### src/hw/bal_cfg.svh
// bal_cfg.svh: constants of the byte alu and flag logic
// assumes: included by bare name before the package and the modules
`ifndef BAL_CFG_SVH
`define BAL_CFG_SVH
`define BAL_W 8
`define BAL_MSB 7
`define BAL_NIB_HI 4
`define BAL_ZERO 8'h00
`define BAL_NIB_LIMIT 4'h9
`define BAL_DA_LO_ADJ 9'h006
`define BAL_DA_HI_ADJ 9'h060
`define BAL_DA_LIMIT 9'h099
`define BAL_MUL_LIMIT 16'h00ff
`endif

### src/hw/bal_pkg.sv
// bal_pkg.sv: types of the byte alu and flag logic
// assumes: bal_cfg.svh sits in the include path
`include "bal_cfg.svh"
package bal_pkg;
  typedef logic [`BAL_W-1:0] bal_byte_t;
  typedef enum logic [3:0] {
    BAL_OP_NOP = 4'h0,
    BAL_OP_ADD = 4'h1,
    BAL_OP_ADDC = 4'h2,
    BAL_OP_SUBB = 4'h3,
    BAL_OP_MUL = 4'h4,
    BAL_OP_DIV = 4'h5,
    BAL_OP_DA = 4'h6,
    BAL_OP_RRC = 4'h7,
    BAL_OP_RLC = 4'h8,
    BAL_OP_CJNE = 4'h9
  } bal_op_e;
  typedef enum logic [1:0] {
    BAL_ST_IDLE = 2'h1,
    BAL_ST_DIV = 2'h2
  } bal_st_e;
  typedef enum logic [1:0] {
    BAL_DV_IDLE = 2'h1,
    BAL_DV_RUN = 2'h2
  } bal_dv_e;
  typedef struct packed {
    bal_byte_t res;
    logic carry;
    logic wrap;
    logic half;
  } bal_res_s;
endpackage

### src/hw/bal_divider.sv
// bal_divider.sv: iterative restoring unsigned divider, one quotient bit a clock
// assumes: start is a one-cycle pulse and is not raised while a division runs
`timescale 1ns/10ps
`default_nettype none
`include "bal_cfg.svh"
module bal_divider #(
  parameter int unsigned W = `BAL_W
) (
  input wire logic clk,
  input wire logic nrst,
  input wire logic start,
  input wire logic [W-1:0] dividend,
  input wire logic [W-1:0] divisor,
  output logic done,
  output logic div_zero,
  output logic [W-1:0] quotient,
  output logic [W-1:0] remainder
);
  import bal_pkg::*;

  localparam int unsigned CW = $clog2(W);

  if (W < 2) begin : g_bad_width
    $error("bal_divider needs W of at least 2");
  end

  bal_dv_e state_q;
  logic [CW-1:0] cnt_q;
  logic [W-1:0] quo_q;
  logic [W-1:0] rem_q;
  logic [W-1:0] dsr_q;
  logic done_q;
  logic zero_q;
  logic [W:0] trial;
  logic fits;

  assign trial = {rem_q, quo_q[W-1]};
  assign fits = trial >= {1'b0, dsr_q};

  //////////////////////////////////////////////////////////////////////////////
  always_ff @(posedge clk or negedge nrst) begin
    if (!nrst) begin
      state_q <= BAL_DV_IDLE;
      cnt_q <= '0;
      quo_q <= '0;
      rem_q <= '0;
      dsr_q <= '0;
      done_q <= 1'b0;
      zero_q <= 1'b0;
    end else begin
      done_q <= 1'b0;
      case (state_q)
        BAL_DV_IDLE: begin
          if (start) begin
            dsr_q <= divisor;
            cnt_q <= '0;
            if (divisor == '0) begin
              // undefined result: all ones quotient, dividend left as remainder
              quo_q <= '1;
              rem_q <= dividend;
              zero_q <= 1'b1;
              done_q <= 1'b1;
            end else begin
              quo_q <= dividend;
              rem_q <= '0;
              zero_q <= 1'b0;
              state_q <= BAL_DV_RUN;
            end
          end
        end
        BAL_DV_RUN: begin
          rem_q <= fits ? W'(trial - {1'b0, dsr_q}) : trial[W-1:0];
          quo_q <= {quo_q[W-2:0], fits};
          cnt_q <= CW'(cnt_q + 1'b1);
          if (cnt_q == CW'(W - 1)) begin
            state_q <= BAL_DV_IDLE;
            done_q <= 1'b1;
          end
        end
        default: state_q <= BAL_DV_IDLE;
      endcase
    end
  end

  assign done = done_q;
  assign div_zero = zero_q;
  assign quotient = quo_q;
  assign remainder = rem_q;
endmodule
`default_nettype wire

### src/hw/bal_alu.sv
// bal_alu.sv: byte alu of the core with accumulator, aux register and flags
// assumes: decoder drives one operation at a time, ops are refused while busy
`timescale 1ns/10ps
`default_nettype none
`include "bal_cfg.svh"
module bal_alu #(
  parameter int unsigned DATA_W = `BAL_W
) (
  input wire logic clk,
  input wire logic nrst,
  input wire logic op_valid,
  input wire bal_pkg::bal_op_e op_code,
  input wire bal_pkg::bal_byte_t op_src,
  input wire bal_pkg::bal_byte_t op_dst,
  input wire logic acc_wr,
  input wire bal_pkg::bal_byte_t acc_wr_data,
  input wire logic aux_wr,
  input wire bal_pkg::bal_byte_t aux_wr_data,
  input wire logic flags_wr,
  input wire logic carry_wr_data,
  input wire logic wrap_wr_data,
  input wire logic half_wr_data,
  output logic busy,
  output logic done,
  output logic branch_taken,
  output bal_pkg::bal_byte_t acc,
  output bal_pkg::bal_byte_t aux,
  output logic carry_flag,
  output logic signed_wrap_flag,
  output logic half_carry_flag
);
  import bal_pkg::*;

  // flag positions are fixed to a byte wide datapath
  if (DATA_W != `BAL_W) begin : g_bad_width
    $error("bal_alu supports a data width of 8 only");
  end

  //////////////////////////////////////////////////////////////////////////////
  // shared arithmetic

  function automatic bal_res_s add_sub(
    input bal_byte_t a,
    input bal_byte_t b,
    input logic cin,
    input logic sub
  );
    logic [`BAL_W:0] s;
    bal_res_s r;
    if (sub) begin
      s = {1'b0, a} - {1'b0, b} - {{`BAL_W{1'b0}}, cin};
    end else begin
      s = {1'b0, a} + {1'b0, b} + {{`BAL_W{1'b0}}, cin};
    end
    r.res = s[`BAL_W-1:0];
    // carry or borrow out of the top bit
    r.carry = s[`BAL_W];
    // carry or borrow across bit 6 into bit 7, mixed with the top one
    r.wrap = s[`BAL_W] ^ (a[`BAL_MSB] ^ b[`BAL_MSB] ^ s[`BAL_MSB]);
    // carry or borrow across bit 3 into bit 4
    r.half = a[`BAL_NIB_HI] ^ b[`BAL_NIB_HI] ^ s[`BAL_NIB_HI];
    return r;
  endfunction

  //////////////////////////////////////////////////////////////////////////////
  // state

  bal_st_e state_q;
  logic busy_q;
  logic done_q;
  logic branch_q;
  bal_byte_t acc_q;
  bal_byte_t aux_q;
  logic carry_q;
  logic wrap_q;
  logic half_q;

  logic take;
  logic div_start;
  logic div_done;
  logic div_zero;
  bal_byte_t div_quo;
  bal_byte_t div_rem;

  bal_res_s add_r;
  bal_res_s addc_r;
  bal_res_s subb_r;
  logic [2*`BAL_W-1:0] mul_p;
  logic da_lo_fix;
  logic da_hi_fix;
  logic [`BAL_W:0] da_step1;
  logic [`BAL_W:0] da_full;
  logic cmp_ne;
  logic cmp_gt;

  bal_byte_t acc_d;
  bal_byte_t aux_d;
  logic carry_d;
  logic wrap_d;
  logic half_d;
  logic acc_we;
  logic aux_we;
  logic carry_we;
  logic wrap_we;
  logic half_we;
  logic branch_d;

  assign take = op_valid && !busy_q;
  assign div_start = take && (op_code == BAL_OP_DIV);

  //////////////////////////////////////////////////////////////////////////////
  // operation results

  assign add_r = add_sub(acc_q, op_src, 1'b0, 1'b0);
  assign addc_r = add_sub(acc_q, op_src, carry_q, 1'b0);
  assign subb_r = add_sub(acc_q, op_src, carry_q, 1'b1);

  assign mul_p = {{`BAL_W{1'b0}}, acc_q} * {{`BAL_W{1'b0}}, aux_q};

  // low nibble fix, then high nibble fix
  assign da_lo_fix = half_q || (acc_q[`BAL_NIB_HI-1:0] > `BAL_NIB_LIMIT);
  assign da_step1 = {1'b0, acc_q} + (da_lo_fix ? `BAL_DA_LO_ADJ : '0);
  assign da_hi_fix = carry_q || da_lo_fix;
  assign da_full = da_step1 + (da_hi_fix ? `BAL_DA_HI_ADJ : '0);

  assign cmp_ne = op_src != op_dst;
  assign cmp_gt = op_src > op_dst;

  bal_divider #(
    .W(`BAL_W)
  ) u_div (
    .clk(clk),
    .nrst(nrst),
    .start(div_start),
    .dividend(acc_q),
    .divisor(aux_q),
    .done(div_done),
    .div_zero(div_zero),
    .quotient(div_quo),
    .remainder(div_rem)
  );

  //////////////////////////////////////////////////////////////////////////////
  // per operation selection of values and write enables

  always_comb begin
    acc_d = acc_q;
    aux_d = aux_q;
    carry_d = carry_q;
    wrap_d = wrap_q;
    half_d = half_q;
    acc_we = 1'b0;
    aux_we = 1'b0;
    carry_we = 1'b0;
    wrap_we = 1'b0;
    half_we = 1'b0;
    branch_d = 1'b0;
    case (op_code)
      BAL_OP_ADD: begin
        acc_d = add_r.res;
        carry_d = add_r.carry;
        wrap_d = add_r.wrap;
        half_d = add_r.half;
        acc_we = 1'b1;
        carry_we = 1'b1;
        wrap_we = 1'b1;
        half_we = 1'b1;
      end
      BAL_OP_ADDC: begin
        acc_d = addc_r.res;
        carry_d = addc_r.carry;
        wrap_d = addc_r.wrap;
        half_d = addc_r.half;
        acc_we = 1'b1;
        carry_we = 1'b1;
        wrap_we = 1'b1;
        half_we = 1'b1;
      end
      BAL_OP_SUBB: begin
        acc_d = subb_r.res;
        carry_d = subb_r.carry;
        wrap_d = subb_r.wrap;
        half_d = subb_r.half;
        acc_we = 1'b1;
        carry_we = 1'b1;
        wrap_we = 1'b1;
        half_we = 1'b1;
      end
      BAL_OP_MUL: begin
        acc_d = mul_p[`BAL_W-1:0];
        aux_d = mul_p[2*`BAL_W-1:`BAL_W];
        carry_d = 1'b0;
        wrap_d = mul_p > `BAL_MUL_LIMIT;
        acc_we = 1'b1;
        aux_we = 1'b1;
        carry_we = 1'b1;
        wrap_we = 1'b1;
      end
      BAL_OP_DA: begin
        acc_d = da_full[`BAL_W-1:0];
        carry_d = da_full > `BAL_DA_LIMIT;
        acc_we = 1'b1;
        carry_we = 1'b1;
      end
      BAL_OP_RRC: begin
        acc_d = {carry_q, acc_q[`BAL_MSB:1]};
        carry_d = acc_q[0];
        acc_we = 1'b1;
        carry_we = 1'b1;
      end
      BAL_OP_RLC: begin
        acc_d = {acc_q[`BAL_MSB-1:0], carry_q};
        carry_d = acc_q[`BAL_MSB];
        acc_we = 1'b1;
        carry_we = 1'b1;
      end
      BAL_OP_CJNE: begin
        carry_d = cmp_gt;
        carry_we = 1'b1;
        branch_d = cmp_ne;
      end
      // divide results land later from the divider
      BAL_OP_DIV: begin
        branch_d = 1'b0;
      end
      default: begin
        branch_d = 1'b0;
      end
    endcase
  end

  //////////////////////////////////////////////////////////////////////////////
  // sequencing: single cycle ops complete at once, divide waits for the divider

  always_ff @(posedge clk or negedge nrst) begin
    if (!nrst) begin
      state_q <= BAL_ST_IDLE;
      busy_q <= 1'b0;
    end else begin
      case (state_q)
        BAL_ST_IDLE: begin
          if (div_start) begin
            state_q <= BAL_ST_DIV;
            busy_q <= 1'b1;
          end
        end
        BAL_ST_DIV: begin
          if (div_done) begin
            state_q <= BAL_ST_IDLE;
            busy_q <= 1'b0;
          end
        end
        default: begin
          state_q <= BAL_ST_IDLE;
          busy_q <= 1'b0;
        end
      endcase
    end
  end

  always_ff @(posedge clk or negedge nrst) begin
    if (!nrst) begin
      done_q <= 1'b0;
      branch_q <= 1'b0;
    end else begin
      done_q <= (take && (op_code != BAL_OP_DIV)) || div_done;
      branch_q <= take && branch_d;
    end
  end

  //////////////////////////////////////////////////////////////////////////////
  // accumulator and aux: operation results win over direct loads

  always_ff @(posedge clk or negedge nrst) begin
    if (!nrst) begin
      acc_q <= `BAL_ZERO;
    end else if (div_done) begin
      acc_q <= div_quo;
    end else if (take && acc_we) begin
      acc_q <= acc_d;
    end else if (acc_wr) begin
      acc_q <= acc_wr_data;
    end
  end

  always_ff @(posedge clk or negedge nrst) begin
    if (!nrst) begin
      aux_q <= `BAL_ZERO;
    end else if (div_done) begin
      aux_q <= div_rem;
    end else if (take && aux_we) begin
      aux_q <= aux_d;
    end else if (aux_wr) begin
      aux_q <= aux_wr_data;
    end
  end

  //////////////////////////////////////////////////////////////////////////////
  // flags: each kept unless the operation names it

  always_ff @(posedge clk or negedge nrst) begin
    if (!nrst) begin
      carry_q <= 1'b0;
    end else if (div_done) begin
      carry_q <= 1'b0;
    end else if (take && carry_we) begin
      carry_q <= carry_d;
    end else if (flags_wr) begin
      carry_q <= carry_wr_data;
    end
  end

  always_ff @(posedge clk or negedge nrst) begin
    if (!nrst) begin
      wrap_q <= 1'b0;
    end else if (div_done) begin
      wrap_q <= div_zero;
    end else if (take && wrap_we) begin
      wrap_q <= wrap_d;
    end else if (flags_wr) begin
      wrap_q <= wrap_wr_data;
    end
  end

  always_ff @(posedge clk or negedge nrst) begin
    if (!nrst) begin
      half_q <= 1'b0;
    end else if (take && half_we) begin
      half_q <= half_d;
    end else if (flags_wr) begin
      half_q <= half_wr_data;
    end
  end

  //////////////////////////////////////////////////////////////////////////////
  // outputs straight from flip-flops

  assign busy = busy_q;
  assign done = done_q;
  assign branch_taken = branch_q;
  assign acc = acc_q;
  assign aux = aux_q;
  assign carry_flag = carry_q;
  assign signed_wrap_flag = wrap_q;
  assign half_carry_flag = half_q;
endmodule
`default_nettype wire

### config.mk
export PLATFORM = sky130hd
export DESIGN_NAME = bal_alu
export DESIGN_NICKNAME = d
export VERILOG_FILES = /design/src/hw/bal_pkg.sv /design/src/hw/bal_divider.sv /design/src/hw/bal_alu.sv
export VERILOG_INCLUDE_DIRS = /design/src /design/src/hw
export SDC_FILE = /design/constraint.sdc
export NUM_CORES = 1
export LEC_CHECK = 0
export ABC_AREA = 1
export BUFFER_PORTS_ARGS = -buffer_cell sky130_fd_sc_hd__buf_2
export CORE_ASPECT_RATIO = 0.7
export CORE_UTILIZATION = 40
export CTS_CLUSTER_DIAMETER = 50
export DETAILED_ROUTE_END_ITERATION = 8
export PLACE_DENSITY = 0.58
export SYNTH_ARGS = -nofsm -noshare
export SYNTH_HDL_FRONTEND = slang
export SYNTH_SLANG_ARGS = --single-unit
### constraint.sdc
create_clock -name clk -period 6.96 [get_ports clk]
set_input_delay 0.696 -clock clk [delete_from_list [all_inputs] [get_ports clk]]
set_output_delay 0.696 -clock clk [all_outputs]
set_load 0.05 [all_outputs]
==> flow_summary.toml, run 1 <==
[outcome]
status = "finished with violations"
violations = "DRC"

[job]
maxCapViolations = 0

[global_routing]
antenna_found_initial = 1
grt_util_met2_pct = 36.7
grtUsageMet1_pct = 38.7
grt_pass1_wl_mm = 37.5
grt_pass1_vias = 6775
grt_max_degree = 55
overflow = 0
top_usage_layer = "met1"
grt.total_usage_pct = 25.0
grt_util_met3_pct = 4.14

[sta]
setup_ws_ns = 1.82
final_max_slew_viol_count = 0
finalSetupViolations = 0
max_slew.worst_pin.slew_ns = 0.702
fin_setup_tns_ns = 0
hold_viol = 0
fmax_mhz = 195
layout_worst_path_cycle_share_pct = 73.8
slew_headroom_pct = 53.2
rsz0062_at_grt = "no"
fin_crit_ns = 5.14
skew_ns = 0.00625

[die]
core_um2 = 18200
die_width_um = 166
ios = 67
rows = 41
dieArea_um2 = 19400
start_util_pct = 41.4
die_y_um = 117

[clock_tree]
numCtsBuffers = 5
worstSkewPairLatency_ns = 0.29
post_cts_buffers = 0
cts_resized = 0
cts-hold-fix-buffers = 0
htree_num_levels = 2
clk_transition_reported_paths_ns = 0.07
cts_tree = "yes"
root_buffer = "clkbuf_16"
clock-sinks = 54
clk_path_buf_depth = 2

[drt]
num_vias = 7359
drt-pass1-iter-count = 7
wl_mm = 23.7
drt_iter0_markers = 679
antenna_left = 0
avgViaCountPerCell = 5.28
wire_per_inst_um = 17.0
drc = 2

[synthesis]
synth_cell_types = 50
ys_async_sr_fraction_pct = 100
ys.flop_type = "dfrtp_1"
syn_inst = 1108
synth_top_area_share_pct = 17.3
ys_ff_latch = 54
yosysTopAreaCell = "dfrtp_1"
syn_nets = 1278
yosysWarnings = 0
ys_top_cells_by_area = "dfrtp_1 17%, ha_1 14%, nand2_1 13%"
syn_area_per_cell_um2 = 6.80
synth_edf_count = 0
synth_area_um2 = 7540
synth_seq_area_share_pct = 18.0

[placement]
dpl.hpwl_mm = 19.1
pre_cts_ws_ns = 1.85
gp_congestion = 0.922
portBuffers = 66

[power]
power_uw = 3030
p_per_area_nw_per_um2 = 369
power.leakage_uw = 0.00461
peakVddDrop_mv = 0.237

[layout]
layout-drive-gt1-share_pct = 12.5
layout.nets = 1327
final_common_cell = "nand2_1"
layout_common_cells = "269 x nand2_1, 215 x inv_1, 84 x ha_1"
syn_to_final_growth_pct = 9.01

[critical_path]
crit_required_ns = 7.15
crit_path_end_kind = "flip-flop"
arrival_ns = 5.33
crit_top_cell = "nand2_1"
timing.critical_path.to = "signed_wrap_flag$_DFFE_PN0P_"
r2r-end = "signed_wrap_flag$_DFFE_PN0P_"
crit_path_max_fanout = 20
crit_path_start = "acc[1]$_DFFE_PN0P_"
start_kind = "flip-flop"
cpLargestDelayFamily = "adder cells"
rrSetupSlack_ns = 1.82
worstPathCellList = "nand2_1 -> fa_1 -> fa_1 -> inv_1 -> fa_1 -> inv_1 -> fa_1 -> inv_1 -> ha_1 -> a21oi_1 -> o21a_1 -> nand3_1 -> nand2_1 -> nand2_1 -> nor2_1 -> nand3_1 -> nand2_1 -> nand2_1 -> nor2_1 -> nand2_1 -> nand2_1 -> nand2_1 -> nand2_1 -> nand2_1"
rr_startpoint = "acc[1]$_DFFE_PN0P_"
crit_type = "flip-flop to flip-flop"
crit_cells = 24
slowest_stage = "dfrtp_1"
critPathBufInv = 3
crit_path_max_incr_delay_ns = 0.80
r2r_cells = 24

[min_path]
hp-class = "flip-flop to flip-flop"
stage by stage:
stage / util [%] / cell area [um2] / cells / hold WS [ns]
2_1_floorplan: - / 7540 / 1108 / 0.400
3_3_place_gp: 44.3 / 8070 / 1386 / 0.465
3_5_place_dp: 44.3 / 8070 / 1386 / 0.473
4_1_cts: 45.1 / 8210 / 1394 / 0.491
5_1_grt: 45.1 / 8210 / 1394 / 0.522
6_report: 45.1 / 8220 / 1395 / 0.492
per-layer routing:
layer | up-vias | share of wire [%]
li1 | 3643 | -
met1 | 3420 | 51
met2 | 277 | 40
met3 | 19 | 8.7
met4 | 0 | 1.0
met5 | - | 0
how the worst min path moves through the flow:
stage | start | end | slack [ns] | cells past startpoint
finish | u_div.cnt_q[1]$_DFFE_PN0P_ | u_div.cnt_q[1]$_DFFE_PN0P_ | 0.49 | 2
global route | u_div.dsr_q[0]$_DFFE_PN0P_ | u_div.dsr_q[0]$_DFFE_PN0P_ | 0.52 | 2
CTS | u_div.cnt_q[1]$_DFFE_PN0P_ | u_div.cnt_q[1]$_DFFE_PN0P_ | 0.49 | 2
detailed placement | u_div.cnt_q[1]$_DFFE_PN0P_ | u_div.cnt_q[1]$_DFFE_PN0P_ | 0.47 | 2
global placement | u_div.cnt_q[1]$_DFFE_PN0P_ | u_div.cnt_q[1]$_DFFE_PN0P_ | 0.46 | 2
floorplan | nrst | acc[0]$_DFFE_PN0P_ | 0.40 | 0
area by class of cell:
type	instances	area, um2
Sequential cell	54	1350
Multi-Input combinational cell	793	5180
Fill cell	1860	9990
Tap cell	236	295
Clock inverter	2	13.8
Clock buffer	6	129
Inverter	232	871
Antenna cell	1	2.50
Timing Repair Buffer	71	368
kinds of logic after synthesis:
group,after synthesis,share of synthesized area (%)
adders and majority gates,125,24.8
buffers and inverters,261,13.3
AOI/OAI and AO/OA,209,16.6
and+or+nand+nor,451,26.3
xor gates and xnor gates,8,1.03
DFF,54,18.0
worst min-delay path: stages (launching register included):
cell	delay [ns]
dfrtp_1	0.35
nand2_1	0.05
nand2_1	0.06
synthesized netlist by cell type, types with 13 or more instances:
cell,number
nand2_1,269
inv_1,215
ha_1,84
o21ai_0,71
nor2_1,60
a21oi_1,57
nand3_1,55
dfrtp_1,52
fa_1,41
clkbuf_1,21
o211ai_1,20
nand2_2,18
inv_2,14
nand4_1,13
registers in the layout, summed over array words and instances (netlist names), 2 cells and up:
name             count
u_div.cnt_q          3
acc                  8
aux                  8
u_div.quotient       8
state_q              2
u_div.remainder      8
u_div.state_q        2
u_div.dsr_q          8
report_power, final:
group	leakage, uW	switching [uW]	internal, uW
Clock	0.0000708	115	134
Sequential	0.000650	132	412
Combinational	0.00388	1480	762
Power figures use the tool's default switching activity.
==> run 2, diff against run 1 <==
--- a/config.mk
+++ b/config.mk
@@ -12,7 +12,7 @@
 export CORE_UTILIZATION = 40
 export CTS_CLUSTER_DIAMETER = 50
 export DETAILED_ROUTE_END_ITERATION = 8
-export PLACE_DENSITY = 0.58
+export PLACE_DENSITY = 0.6
 export SYNTH_ARGS = -nofsm -noshare
 export SYNTH_HDL_FRONTEND = slang
 export SYNTH_SLANG_ARGS = --single-unit
==> constraint.sdc (replaced) <==
create_clock -name clk -period 4.5 [get_ports clk]
set_input_delay 0.45 -clock clk [delete_from_list [all_inputs] [get_ports clk]]
set_output_delay 0.45 -clock clk [all_outputs]
set_load 0.05 [all_outputs]
==> run 2 against run 1 <==
Hold slack worse by 0.24 ns. Flip-flop and latch count did not move. The flow now finishes without violations. Wire length up 1.2%. Final area increased by 8.0%. Non-clock buffer count is 55 higher. Total power is 100% higher. Combinational power increased by 120%. Sequential power up 45%. First-iteration DRC count is 21% lower.
==> flow_summary.toml, run 2 (synthesis results as in run 1) <==
[critical_path]
crit_top_cell = "nand2_1"
crit_required_ns = 4.70
rr_startpoint = "aux[3]$_DFFE_PN0P_"
r2r_cells = 27
crit_type = "flip-flop to flip-flop"
crit_path_max_fanout = 8
slowest_stage = "fa_1"
start_kind = "flip-flop"
r2r-end = "signed_wrap_flag$_DFFE_PN0P_"
crit_path_max_incr_delay_ns = 0.53
rrSetupSlack_ns = 0.02
crit_path_end_kind = "flip-flop"
arrival_ns = 4.68

[die]
rows = 41
dieArea_um2 = 19400
ios = 67
start_util_pct = 41.4
die_width_um = 166
die_y_um = 117
core_um2 = 18200

[drt]
drt_iter0_markers = 534
drc = 0
num_vias = 7583
wire_per_inst_um = 16.6
avgViaCountPerCell = 5.23
antenna_left = 0
wl_mm = 24.0
drt-pass1-iter-count = 6

[sta]
finalSetupViolations = 0
rsz0062_at_grt = "yes"
fin_setup_tns_ns = 0
fin_crit_ns = 4.48
max_slew.worst_pin.slew_ns = 0.682
hold_viol = 0
slew_headroom_pct = 54.5
final_max_slew_viol_count = 0
skew_ns = 0.00613
layout_worst_path_cycle_share_pct = 99.7
fmax_mhz = 223

[global_routing]
grt.total_usage_pct = 25.4
grt_max_degree = 55
grt_pass1_wl_mm = 38.2
grt_pass1_vias = 7159
overflow = 0
antenna_found_initial = 0

[layout]
final.fill_count = 1855
antenna_cells = 0
final_common_cell = "nand2_1"
post-route-util_pct = 48.7
layout_common_cells = "256 x nand2_1, 211 x inv_1, 78 x ha_1"
layout-drive-gt1-share_pct = 20.5
layout.nets = 1382
syn_to_final_growth_pct = 17.7

[power]
power.leakage_uw = 0.00489
peakVddDrop_mv = 0.462
p_per_area_nw_per_um2 = 690

[clock_tree]
cts_tree = "yes"
clk_transition_reported_paths_ns = 0.07
root_buffer = "clkbuf_16"
worstSkewPairLatency_ns = 0.30
clock-sinks = 54
numCtsBuffers = 5
htree_num_levels = 2
clk_path_buf_depth = 2

[placement]
dpl.hpwl_mm = 19.8
gp_congestion = 0.958
portBuffers = 66

[outcome]
status = "finished clean"

[job]
maxCapViolations = 0

[min_path]
hp-class = "primary input to asynchronous set/reset pin"
[run 2: cell count changes in the layout (fill, tap and decap cells not counted), sizes merged]
cell | before | now
buf | 71 | 126
diode | 1 | 0
clkinvlp | 0 | 1
bufinv | 0 | 1
clkinv | 5 | 3
[run 2: worst max-delay path by stage]
stage	startpoint	end	cells after the start
finish	aux[3]$_DFFE_PN0P_	signed_wrap_flag$_DFFE_PN0P_	27
global route	acc[3]$_DFFE_PN0P_	signed_wrap_flag$_DFFE_PN0P_	27
CTS	acc[1]$_DFFE_PN0P_	signed_wrap_flag$_DFFE_PN0P_	26
detailed placement	acc[1]$_DFFE_PN0P_	signed_wrap_flag$_DFFE_PN0P_	27
global placement	acc[3]$_DFFE_PN0P_	signed_wrap_flag$_DFFE_PN0P_	27
floorplan	aux[2]$_DFFE_PN0P_	signed_wrap_flag$_DFFE_PN0P_	26
[run 2: metal layers]
layer / track usage, % / up-vias / wire length [um]
met5: 0 / - / 0
met2: 38.7 / 271 / 9850
met4: 4.74 / 0 / 275
met3: 5.72 / 24 / 2030
li1: - / 3764 / -
met1: 36.9 / 3524 / 11900
[run 2: repair_timing]
| action | CTS | global route |
|---|---|---|
| setup endpoints to repair | 2 | 5 |
| buffers inserted | 6 | 4 |
| hold buffers | 0 | 0 |
| gates resized for setup | 7 | 33 |
| gates cloned | 0 | 0 |
| pin swaps | 15 | 24 |
[run 2: metrics by stage]
step / hold slack [ns] / total power [uW] / cells / cell area (um2) / setup WS (ns)
after global placement: 0.465 / 5030 / 1431 / 8480 / -0.0213
final: 0.250 / 6120 / 1449 / 8870 / 0.0152
after CTS: 0.302 / 5650 / 1445 / 8730 / -0.00391
after global routing: 0.342 / 6730 / 1449 / 8870 / -0.274
after floorplan: 0.154 / 3570 / 1108 / 7670 / 0.0186
after detailed placement: 0.491 / 5020 / 1431 / 8480 / -0.0945
[run 2: layout make-up]
cell class / instances / area, um2 / share of cell area (%)
flip-flops and latches: 54 / 1370 / 15.5
multi-input cells: 793 / 5380 / 60.7
clock buffers: 6 / 129 / 1.45
inverters: 232 / 871 / 9.82
clock inverters: 2 / 37.5 / 0.423
well taps: 236 / 295 / 3.33
repair buffers: 126 / 785 / 8.84
[run 2: report_power, final]
| group | internal (uW) | switching [uW] | leakage (uW) |
|---|---|---|---|
| combinational | 1960 | 2930 | 0.00418 |
| sequential | 644 | 144 | 0.000635 |
| clock | 263 | 180 | 0.0000771 |
[run 2: worst max-delay path: cells and delay by family, from the launching register on]
family                     cells  cell delay [ns]
DFF                            1             0.48
xor gates and xnor gates       1             0.18
adders and majority gates      5             2.28
and+or+nand+nor               16             1.18
buffers and inverters          5             0.25
==> run 3, diff against run 2 <==
--- a/config.mk
+++ b/config.mk
@@ -8,11 +8,11 @@
 export LEC_CHECK = 0
 export ABC_AREA = 1
 export BUFFER_PORTS_ARGS = -buffer_cell sky130_fd_sc_hd__buf_2
-export CORE_ASPECT_RATIO = 0.7
+export CORE_ASPECT_RATIO = 1.4
 export CORE_UTILIZATION = 40
 export CTS_CLUSTER_DIAMETER = 50
 export DETAILED_ROUTE_END_ITERATION = 8
-export PLACE_DENSITY = 0.6
+export PLACE_DENSITY_LB_ADDON = 0.05
 export SYNTH_ARGS = -nofsm -noshare
 export SYNTH_HDL_FRONTEND = slang
 export SYNTH_SLANG_ARGS = --single-unit
==> run 3 against run 2 <==
Sequential power hardly changed. Critical endpoint unchanged. Critical path type unchanged. Largest power group unchanged. Largest cell class unchanged. Global-route usage up 0.63 points. Count of clock-buffer cells in the layout unchanged. Flip-flop and latch count is the same.
==> flow_summary.toml, run 3 (synthesis results as in run 1) <==
[drt]
antenna_left = 0
num_vias = 7502
wl_mm = 24.5
drc = 0
drt-pass1-iter-count = 5
wire_per_inst_um = 16.9
drt_iter0_markers = 464
avgViaCountPerCell = 5.16

[placement]
dp_cells = 1436
portBuffers = 66
dpl.hpwl_mm = 20.3
gp_congestion = 0.928
post_dp_cell_area_um2 = 8470

[power]
peakVddDrop_mv = 0.412
swShare_pct = 53.3
power.leakage_uw = 0.00486
clock_power_share_pct = 7.2
p_switching_uw = 3030
p_int_uw = 2650
pwr-share-seq_pct = 13.9
p_per_area_nw_per_um2 = 647
comb_power_share_pct = 78.9

[global_routing]
grt_max_degree = 55
overflow = 0
grt_pass1_wl_mm = 38.8
grt_pass1_vias = 7312
antenna_found_initial = 0
grt.total_usage_pct = 26.0

[sta]
fin_setup_tns_ns = 0
rsz0062_at_grt = "yes"
fin_crit_ns = 4.45
finalSetupViolations = 0
slew_headroom_pct = 53.1
final_max_slew_viol_count = 0
hold_viol = 0
skew_ns = 0.00745
layout_worst_path_cycle_share_pct = 98.9
whs_ns = 0.268
fmax_mhz = 225
max_slew.worst_pin.slew_ns = 0.704

[critical_path]
rr_startpoint = "aux[2]$_DFFE_PN0P_"
start_kind = "flip-flop"
crit_top_cell = "nand2_1"
crit_required_ns = 4.70
arrival_ns = 4.65
crit_path_end_kind = "flip-flop"
crit_path_max_fanout = 5
slowest_stage = "fa_1"
crit_path_start = "aux[2]$_DFFE_PN0P_"
crit_type = "flip-flop to flip-flop"
crit_path_max_incr_delay_ns = 0.51

[clock_tree]
numCtsBuffers = 5
clock-sinks = 54
cts_tree = "yes"
clk_transition_reported_paths_ns = 0.07
root_buffer = "clkbuf_16"
clk_path_buf_depth = 2
worstSkewPairLatency_ns = 0.30
htree_num_levels = 2
cts-hold-fix-buffers = 0

[layout]
layout_common_cells = "260 x nand2_1, 212 x inv_1, 79 x ha_1"
syn_to_final_growth_pct = 16.6
layout-drive-gt1-share_pct = 19.5
layout.nets = 1378
final.fill_count = 1988
final_common_cell = "nand2_1"
antenna_cells = 0
layout.cells.non_filler = 1453
fin_area_um2 = 8790

[die]
dieArea_um2 = 19400
start_util_pct = 40.7
rows = 59
core_um2 = 18500
die_width_um = 118
ios = 67
die_y_um = 164

[job]
maxCapViolations = 0

[min_path]
hp-class = "primary input to asynchronous set/reset pin"

[outcome]
status = "finished clean"
## run 3: cell count changes in the layout (fill, tap and decap cells not counted), sizes merged
cell,previous run,this run
bufinv,1,0
clkinv,3,4
buf,126,122
## run 3: routing by layer
layer / vias to the layer above / track usage, % / wire, um
li1: 3761 / - / -
met1: 3473 / 32.1 / 10100
met2: 223 / 47.2 / 12600
met3: 45 / 2.11 / 980
met4: 0 / 9.50 / 906
met5: - / 0 / 0
## run 3: through the flow
stage,utilization (%),power [uW],setup WS [ns]
floorplan,-,3570,0.0186
global placement,45.7,5000,-0.0637
detailed placement,45.7,5020,-0.125
CTS,47.4,5710,0.00668
global route,47.4,6260,-0.213
finish,47.4,5680,0.0508
## run 3: cell type report
class                   count  area, um2  share of cell area [%]
clock buffers               6        139                    1.58
clock inverters             2       12.5                   0.142
inverters                 232        871                    9.91
multi-input cells         793       5320                    60.6
flip-flops and latches     54       1370                    15.6
well taps                 244        305                    3.47
repair buffers            122        764                    8.70
## run 3: critical path, delay by kind of cell, from the launching register on
family,cells,cell delay [ns]
simple gates,18,1.35
flops,1,0.46
buf+inv,5,0.36
fa+ha+maj,5,2.19
## run 3: repair_timing
| action | CTS | global route |
|---|---|---|
| endpoints found under the hold margin | 0 | 0 |
| pin swaps | 34 | 2 |
| setup buffers | 9 | 0 |
| setup endpoints to repair | 2 | 4 |
| resized for setup | 26 | 2 |
## run 3: power by group through the flow
| stage | logic (uW) | registers (uW) | clock network, uW |
|---|---|---|---|
| after floorplan | 2740 | 837 | 0 |
| after global placement | 4200 | 800 | 0 |
| after detailed placement | 4220 | 804 | 0 |
| after CTS | 4490 | 791 | 423 |
| after global routing | 5010 | 808 | 443 |
| final | 4480 | 791 | 410 |
## run 3: path summary, 6_finish.rpt
path / to / slack [ns] / cells past startpoint
hold / removal: u_div.dsr_q[7]$_DFFE_PN0P_ / 0.27 / 2
max in group asynchronous: acc[1]$_DFFE_PN0P_ / 3.69 / 2
setup / recovery: signed_wrap_flag$_DFFE_PN0P_ / 0.05 / 28
min in group clk: signed_wrap_flag$_DFFE_PN0P_ / 0.47 / 4
setup reg to reg: signed_wrap_flag$_DFFE_PN0P_ / 0.05 / 28
hold reg to reg: u_div.cnt_q[1]$_DFFE_PN0P_ / 0.49 / 2
